**src/gpb_defines.vh**
```
// Constants for the general purpose I/O pin mux bank.
`ifndef GPB_DEFINES_VH
`define GPB_DEFINES_VH
`define GPB_NUM_PINS 56
`define GPB_NUM_INT_PINS 16
`define GPB_PIN_FAN_SPEED_0 17
`define GPB_PIN_FAN_SPEED_1 1
`define GPB_PIN_FAN_SPEED_2 6
`define GPB_PIN_FAN_SPEED_3 7
`define GPB_PIN_PCI_STOP 15
`define GPB_PIN_LED 24
`define GPB_PIN_CPU_STOP 25
`define GPB_PIN_PWR_GOOD 49
// Reset value of the native select: one means native function after reset.
`define GPB_NATIVE_RST 56'h00FE_0F00_E608_8800
// Reset value of the direction: one means output; plain outputs default as outputs.
`define GPB_DIR_RST 56'h0000_181D_0015_0000
`define GPB_LEVEL_RST 56'h0000_0000_0000_0000
`define GPB_ROUTE_NONE 2'h0
`define GPB_ROUTE_SMI 2'h1
`define GPB_ROUTE_SCI 2'h2
`endif

```
**src/gpb_pin_cell.v**
```verilog
// One shared pin: mux between native function and GPIO use, with open-drain option.
`timescale 1ns/100ps
`default_nettype none
module gpb_pin_cell #(
    parameter OPEN_DRAIN = 0
) (
    input wire native_sel,
    input wire gpio_dir_out,
    input wire gpio_level,
    input wire native_out,
    input wire native_oe_n,
    output wire pin_out,
    output wire pin_oe_n
);
    wire want_out;
    wire want_oe_n;
    assign want_out = native_sel ? native_out : gpio_level;
    assign want_oe_n = native_sel ? native_oe_n : ~gpio_dir_out;
    // An open-drain pin only ever drives low; a one releases it to the pull-up.
    assign pin_out = (OPEN_DRAIN != 0) ? 1'b0 : want_out;
    assign pin_oe_n = (OPEN_DRAIN != 0) ? (want_oe_n | want_out) : want_oe_n;
endmodule // gpb_pin_cell
`default_nettype wire

```
**src/gpb_pin_mux_bank.v**
```verilog
// General purpose I/O bank with native sharing and input interrupt routing.
`timescale 1ns/100ps
`default_nettype none
`include "gpb_defines.vh"
// What this block does
// - Each general input 0 to 15 can raise a management or ACPI interrupt.
// - One input routes to at most one interrupt destination, never both.
// - The LED pin 24 keeps its state across a reset-port reset.
// - The power-good pin 49 is never actively driven high.
// - Pin 49 as output releases for one and drives low for zero.
// - Pin 25 comes out of reset as processor stop-clock request.
// - Pin 15 comes out of reset as PCI clock stop request.
// - Each of the four fan speed inputs may serve as plain GPIO.
module gpb_pin_mux_bank #(
    parameter NPINS = `GPB_NUM_PINS,
    parameter NINT = `GPB_NUM_INT_PINS
) (
    input wire CLK,
    input wire RSTN,
    input wire PORT_RESET,
    input wire [NPINS-1:0] NATIVE_SEL_WR,
    input wire [NPINS-1:0] NATIVE_SEL_IN,
    input wire [NPINS-1:0] DIR_WR,
    input wire [NPINS-1:0] DIR_IN,
    input wire [NPINS-1:0] LEVEL_WR,
    input wire [NPINS-1:0] LEVEL_IN,
    input wire ROUTE_WR,
    input wire [3:0] ROUTE_IDX,
    input wire [1:0] ROUTE_IN,
    input wire [NINT-1:0] INT_CLEAR,
    input wire [NPINS-1:0] NATIVE_OUT,
    input wire [NPINS-1:0] NATIVE_OE_N,
    input wire [NPINS-1:0] PIN_IN,
    output wire [NPINS-1:0] PIN_OUT,
    output wire [NPINS-1:0] PIN_OE_N,
    output reg [NPINS-1:0] GENERAL_INPUT,
    output wire [3:0] FAN_SPEED_INPUT,
    output reg [NINT-1:0] INT_STATUS,
    output reg SYSTEM_MGMT_INTERRUPT,
    output reg ACPI_CONTROL_INTERRUPT
);
    reg [NPINS-1:0] native_q;
    reg [NPINS-1:0] dir_q;
    reg [NPINS-1:0] level_q;
    reg [NPINS-1:0] in_prev_q;
    reg [2*NINT-1:0] route_q;
    reg [NINT-1:0] smi_mask;
    reg [NINT-1:0] sci_mask;
    wire [NPINS-1:0] keep;
    wire [NINT-1:0] rise;
    integer k;

    // The LED pin lives in a domain that the reset port must not disturb.
    assign keep = {{(NPINS-`GPB_PIN_LED-1){1'b0}}, 1'b1, {`GPB_PIN_LED{1'b0}}};

    always @(posedge CLK or negedge RSTN) begin
        if (!RSTN) begin
            native_q <= `GPB_NATIVE_RST;
            dir_q <= `GPB_DIR_RST;
            level_q <= `GPB_LEVEL_RST;
        end else if (PORT_RESET) begin
            native_q <= (native_q & keep) | (`GPB_NATIVE_RST & ~keep);
            dir_q <= (dir_q & keep) | (`GPB_DIR_RST & ~keep);
            level_q <= (level_q & keep) | (`GPB_LEVEL_RST & ~keep);
        end else begin
            native_q <= (native_q & ~NATIVE_SEL_WR) | (NATIVE_SEL_IN & NATIVE_SEL_WR);
            dir_q <= (dir_q & ~DIR_WR) | (DIR_IN & DIR_WR);
            level_q <= (level_q & ~LEVEL_WR) | (LEVEL_IN & LEVEL_WR);
        end
    end

    // Route field per input: a single two-bit code, so both destinations cannot be chosen.
    always @(posedge CLK or negedge RSTN) begin
        if (!RSTN) begin
            route_q <= {(2*NINT){1'b0}};
        end else if (ROUTE_WR) begin
            if (ROUTE_IN == `GPB_ROUTE_SMI || ROUTE_IN == `GPB_ROUTE_SCI) begin
                route_q[ROUTE_IDX*2 +: 2] <= ROUTE_IN;
            end else begin
                route_q[ROUTE_IDX*2 +: 2] <= `GPB_ROUTE_NONE;
            end
        end
    end

    always @* begin
        smi_mask = {NINT{1'b0}};
        sci_mask = {NINT{1'b0}};
        for (k = 0; k < NINT; k = k + 1) begin
            smi_mask[k] = (route_q[k*2 +: 2] == `GPB_ROUTE_SMI);
            sci_mask[k] = (route_q[k*2 +: 2] == `GPB_ROUTE_SCI);
        end
    end

    // Inputs are read only while in GPIO use; native pins show zero.
    always @(posedge CLK or negedge RSTN) begin
        if (!RSTN) begin
            GENERAL_INPUT <= {NPINS{1'b0}};
            in_prev_q <= {NPINS{1'b0}};
        end else begin
            GENERAL_INPUT <= PIN_IN & ~native_q;
            in_prev_q <= PIN_IN & ~native_q & ~dir_q;
        end
    end

    assign rise = PIN_IN[NINT-1:0] & ~native_q[NINT-1:0] & ~dir_q[NINT-1:0]
        & ~in_prev_q[NINT-1:0];

    // A new event in the clearing cycle wins, so no edge is lost.
    always @(posedge CLK or negedge RSTN) begin
        if (!RSTN) begin
            INT_STATUS <= {NINT{1'b0}};
            SYSTEM_MGMT_INTERRUPT <= 1'b0;
            ACPI_CONTROL_INTERRUPT <= 1'b0;
        end else begin
            INT_STATUS <= (INT_STATUS & ~INT_CLEAR) | (rise & (smi_mask | sci_mask));
            SYSTEM_MGMT_INTERRUPT <= |(INT_STATUS & smi_mask);
            ACPI_CONTROL_INTERRUPT <= |(INT_STATUS & sci_mask);
        end
    end

    // Speed inputs reach the measurement logic only in native use.
    assign FAN_SPEED_INPUT = {
        PIN_IN[`GPB_PIN_FAN_SPEED_3] & native_q[`GPB_PIN_FAN_SPEED_3],
        PIN_IN[`GPB_PIN_FAN_SPEED_2] & native_q[`GPB_PIN_FAN_SPEED_2],
        PIN_IN[`GPB_PIN_FAN_SPEED_1] & native_q[`GPB_PIN_FAN_SPEED_1],
        PIN_IN[`GPB_PIN_FAN_SPEED_0] & native_q[`GPB_PIN_FAN_SPEED_0]};

    genvar g;
    generate
        for (g = 0; g < NPINS; g = g + 1) begin : g_pin
            gpb_pin_cell #(
                .OPEN_DRAIN(g == `GPB_PIN_PWR_GOOD)
            ) u_cell (
                .native_sel(native_q[g]),
                .gpio_dir_out(dir_q[g]),
                .gpio_level(level_q[g]),
                .native_out(NATIVE_OUT[g]),
                .native_oe_n(NATIVE_OE_N[g]),
                .pin_out(PIN_OUT[g]),
                .pin_oe_n(PIN_OE_N[g])
            );
        end
    endgenerate
endmodule // gpb_pin_mux_bank
`default_nettype wire

```
**config.mk**
```make
export PLATFORM = sky130hd
export DESIGN_NAME = gpb_pin_mux_bank
export DESIGN_NICKNAME = d
export VERILOG_FILES = /design/src/gpb_pin_cell.v /design/src/gpb_pin_mux_bank.v
export VERILOG_INCLUDE_DIRS = /design/src
export SDC_FILE = /design/constraint.sdc
export NUM_CORES = 1
export LEC_CHECK = 0
export ABC_AREA = 1
export BUFFER_PORTS_ARGS = -buffer_cell sky130_fd_sc_hd__buf_2
export CORE_AREA = 2 2 281 283
export CTS_BUF_LIST = sky130_fd_sc_hd__clkbuf_4
export DETAILED_ROUTE_END_ITERATION = 10
export DIE_AREA = 0 0 283 285
export PLACE_DENSITY = 0.45
export RECOVER_POWER = 100
export SLEW_MARGIN = 15
export SYNTH_ARGS = -nofsm -noshare
export SYNTH_HDL_FRONTEND = slang
export SYNTH_SLANG_ARGS = --single-unit
export TNS_END_PERCENT = 30
```
**constraint.sdc**
```tcl
create_clock -name CLK -period 1.3 [get_ports CLK]
set_input_delay 0.26 -clock CLK [delete_from_list [all_inputs] [get_ports CLK]]
set_output_delay 0.26 -clock CLK [all_outputs]
set_load 0.05 [all_outputs]
```
==> metrics.yaml <==
worst_setup_path:
  cp_data_required_time_ns: 1.04
  worst-path-max-fanout: 6
  critPathCaptureType: "output pin"
  crit_type: "reg2out"
  cp_data_arrival_time_ns: 1.92
  critical_path.reg2reg.startpoint: "route_q[14]$_DFFE_PN0P_"
  setup.worst_path.start: "native_q[42]$_DFF_PN1_"
  crit_path_start_kind: "flip-flop"
run_status:
  outcome: "finished with violations"
  failed_checks: "setup timing"
routing:
  vias_cell: 3.98
  route.vias.total: 16500
  detail-route-antenna-nets: 0
  detail_route.iter0.violations: 638
  drt_pass_1_iters: 5
  drt-total-wl_um: 67600
  post-route-drc-count: 0
  wire_per_inst_um: 16.3
timing:
  grt_setup_unrepaired: "yes"
  slew_headroom_pct: 37.1
  totalNegativeSetupSlack_ns: -142.10
  final.setup_skew_ns: 0.0509
  final_period_minus_worst_setup_slack_ns: 2.18
  report.final.slew_viol_count: 0
  post-route-worst-setup-slack_ns: -0.877
  timing.fmax_mhz: 459
  final_critical_path_share_of_the_clock_period_pct: 167
  hold_viol_final: 0
  setup_viol: 399
  worst_slew_pin_slew_ns: 0.944
grt:
  grt.overflow.total: 0
  grt_antenna_before_repair: 10
  vias_in_the_first_global_route: 17700
  grt_first_pass_wirelength_um: 101000
  maximum_number_of_pins_on_one_net_before_global_route_repair: 52
  grt_usage_pct: 16.2
cells_and_area:
  layout_common_cells: "sky130_fd_sc_hd__buf_2 (527), sky130_fd_sc_hd__dlygate4sd3_1 (477), sky130_fd_sc_hd__inv_1 (291)"
  area_growth_from_synthesis_to_final_layout_pct: 100
  final_common_cell: "sky130_fd_sc_hd__buf_2"
  drive_above_1_share_pct: 41.5
  nNetsFinal: 3585
  fraction_of_the_core_area_covered_by_cells_at_the_end_of_the_flow_pct: 36.1
placed_design:
  port-buffer-count: 718
  routabilityCongestion: 0.861
  hpwlAfterDp_um: 48600
yosys:
  synth_cell_type_count: 30
  synth_top_area_share_pct: 46.7
  synth_largest_area_cell: "sky130_fd_sc_hd__dfrtp_1"
  yosys.area_share.simple_pct: 14.9
  combinational_family_with_the_most_area_after_synthesis: "compound AO/OA/AOI/OAI gates"
  netlist_top_cells_area: "sky130_fd_sc_hd__dfrtp_1 (47%), sky130_fd_sc_hd__inv_1 (8.0%), sky130_fd_sc_hd__o21ai_0 (7.4%), sky130_fd_sc_hd__nand2_1 (6.2%), sky130_fd_sc_hd__a21oi_1 (6.1%)"
  postSynthCellCount: 1692
  yosysWarnings: 0
  synth_area_in_xor_xnor_pct: 0.178
  yosys-mux-area-fraction_pct: 0
  synth_sequential_area_ratio_pct: 52.0
  syn-mean-instance-area_sq_um: 8.29
  synth_area_sq_mm: 0.0140
  ys_seq_elements: 290
  synth-adder-area-share_pct: 3.03
  postSynthNetCount: 2256
  synth_compound_area_share_pct: 15.0
power:
  p_leak_nw: 14.2
  vdd_drop_max_uv: 690
  power-per-cell-area_mw_per_mm2: 981
clocking:
  cts_made_buffers: 91
  cts_sinks: 290
  htreeDepth: 3
  cts_root_buf: "sky130_fd_sc_hd__clkbuf_4"
  clock_pin_transition_on_the_worst_setup_and_hold_timing_paths_ns: 0.07
  cts_tree: "yes"
  ctsLongestPathBuffers: 3
  clk_latency_ns: 0.83
floorplanning:
  initial_core_utilization_pct: 18.0
  core.rowCount: 103
  ioPinCount: 720
  design.core.area_sq_mm: 0.0780
  die_h_um: 285
  dieWidth_um: 283
  floorplan.die_area_sq_mm: 0.0807
min_path:
  hold_class: "in2reg"
  min-delay-start: "DIR_WR[40]"
job:
  max_cap_violations: 0
## what timing repair did
action	in CTS	in global routing
endpoints found under the hold margin	572	10
pin swaps	77	60
hold buffers	482	10
setup endpoints to repair	192	486
resized for setup	560	230
buffers inserted	29	33
## per-layer routing
metal / vias up / part of all wire [%] / track usage (%)
met1: 7711 / 40 / 18.8
met3: 172 / 6.6 / 4.61
li1: 7996 / - / -
met4: 12 / 4.2 / 6.65
met5: - / 0.12 / 0
met2: 625 / 49 / 27.8
## cell usage after synthesis, drive strengths merged
library cell	instances
a21oi	171
a221oi	2
a22o	3
a31oi	3
and2	1
and3	1
buf	121
clkbuf	18
conb	1
dfrtp	262
dfstp	28
ha	34
inv	304
nand2	231
nand3	29
nand3b	2
nand4	25
nor2	225
nor3	5
o211ai	1
o21ai	207
o32ai	16
xnor2	1
xor2	1
## final cells by class
type	instances	area (sq um)
Clock inverter	33	150
Tap cell	1050	1310
Antenna cell	6	15.0
Fill cell	7818	49800
Sequential cell	290	7320
Timing Repair Buffer	1375	11500
Inverter	304	1150
Multi-Input combinational cell	959	5620
Clock buffer	136	1020
## through the flow
stage | cells | power, mW | hold slack, ns | setup slack [ns] | area, sq um
after floorplan | 1692 | 13.3 | -0.0356 | -0.154 | 14100
after detailed placement | 3442 | 15.9 | 0.123 | -0.472 | 19700
after global placement | 3442 | 15.9 | 0.124 | -0.459 | 19700
after global routing | 4152 | 29.2 | 0.00699 | -1.05 | 28100
after CTS | 4117 | 27.8 | 0.000902 | -0.990 | 27300
final | 4153 | 27.6 | 0.138 | -0.877 | 28100
## where the power goes
| part | internal (mW) | switching (mW) | leakage, nW |
|---|---|---|---|
| logic | 3.78 | 4.23 | 9.82 |
| clock network | 4.81 | 4.65 | 0.700 |
| registers | 9.60 | 0.548 | 3.70 |
## critical path, cell delays in order (launching register included)
cell	delay [ns]
sky130_fd_sc_hd__dfstp_2	0.64
sky130_fd_sc_hd__nand2_2	0.08
sky130_fd_sc_hd__o21ai_2	0.07
sky130_fd_sc_hd__buf_4	0.14
sky130_fd_sc_hd__buf_12	0.13
## final timing paths
path / to / slack [ns] / depth (start not counted)
worst min-delay path: dir_q[40]$_DFF_PN0_ / 0.14 / 3
min in group asynchronous: route_q[6]$_DFFE_PN0P_ / 0.41 / 3
worst max register to register: ACPI_CONTROL_INTERRUPT$_DFF_PN0_ / -0.04 / 6
worst max-delay path: PIN_OUT[42] / -0.88 / 4
max in group asynchronous: ACPI_CONTROL_INTERRUPT$_DFF_PN0_ / -0.31 / 5
worst min register to register: INT_STATUS[15]$_DFF_PN0_ / 0.40 / 1
## registers in the layout, indices dropped and copies added, names as in the netlist, named ones only
register,flops
GENERAL_INPUT,56
dir_q,55
level_q,55
native_q,55
route_q,32
INT_STATUS,16
in_prev_q,16
ACPI_CONTROL_INTERRUPT,1
SYSTEM_MGMT_INTERRUPT,1
## kinds of logic after synthesis
family,count (synthesis)
simple gates,519
xor+xnor,2
buf+inv,443
flops,290
fa+ha+maj,34
compound gates,403
other cells,1
(Power assumes the default switching activity.)
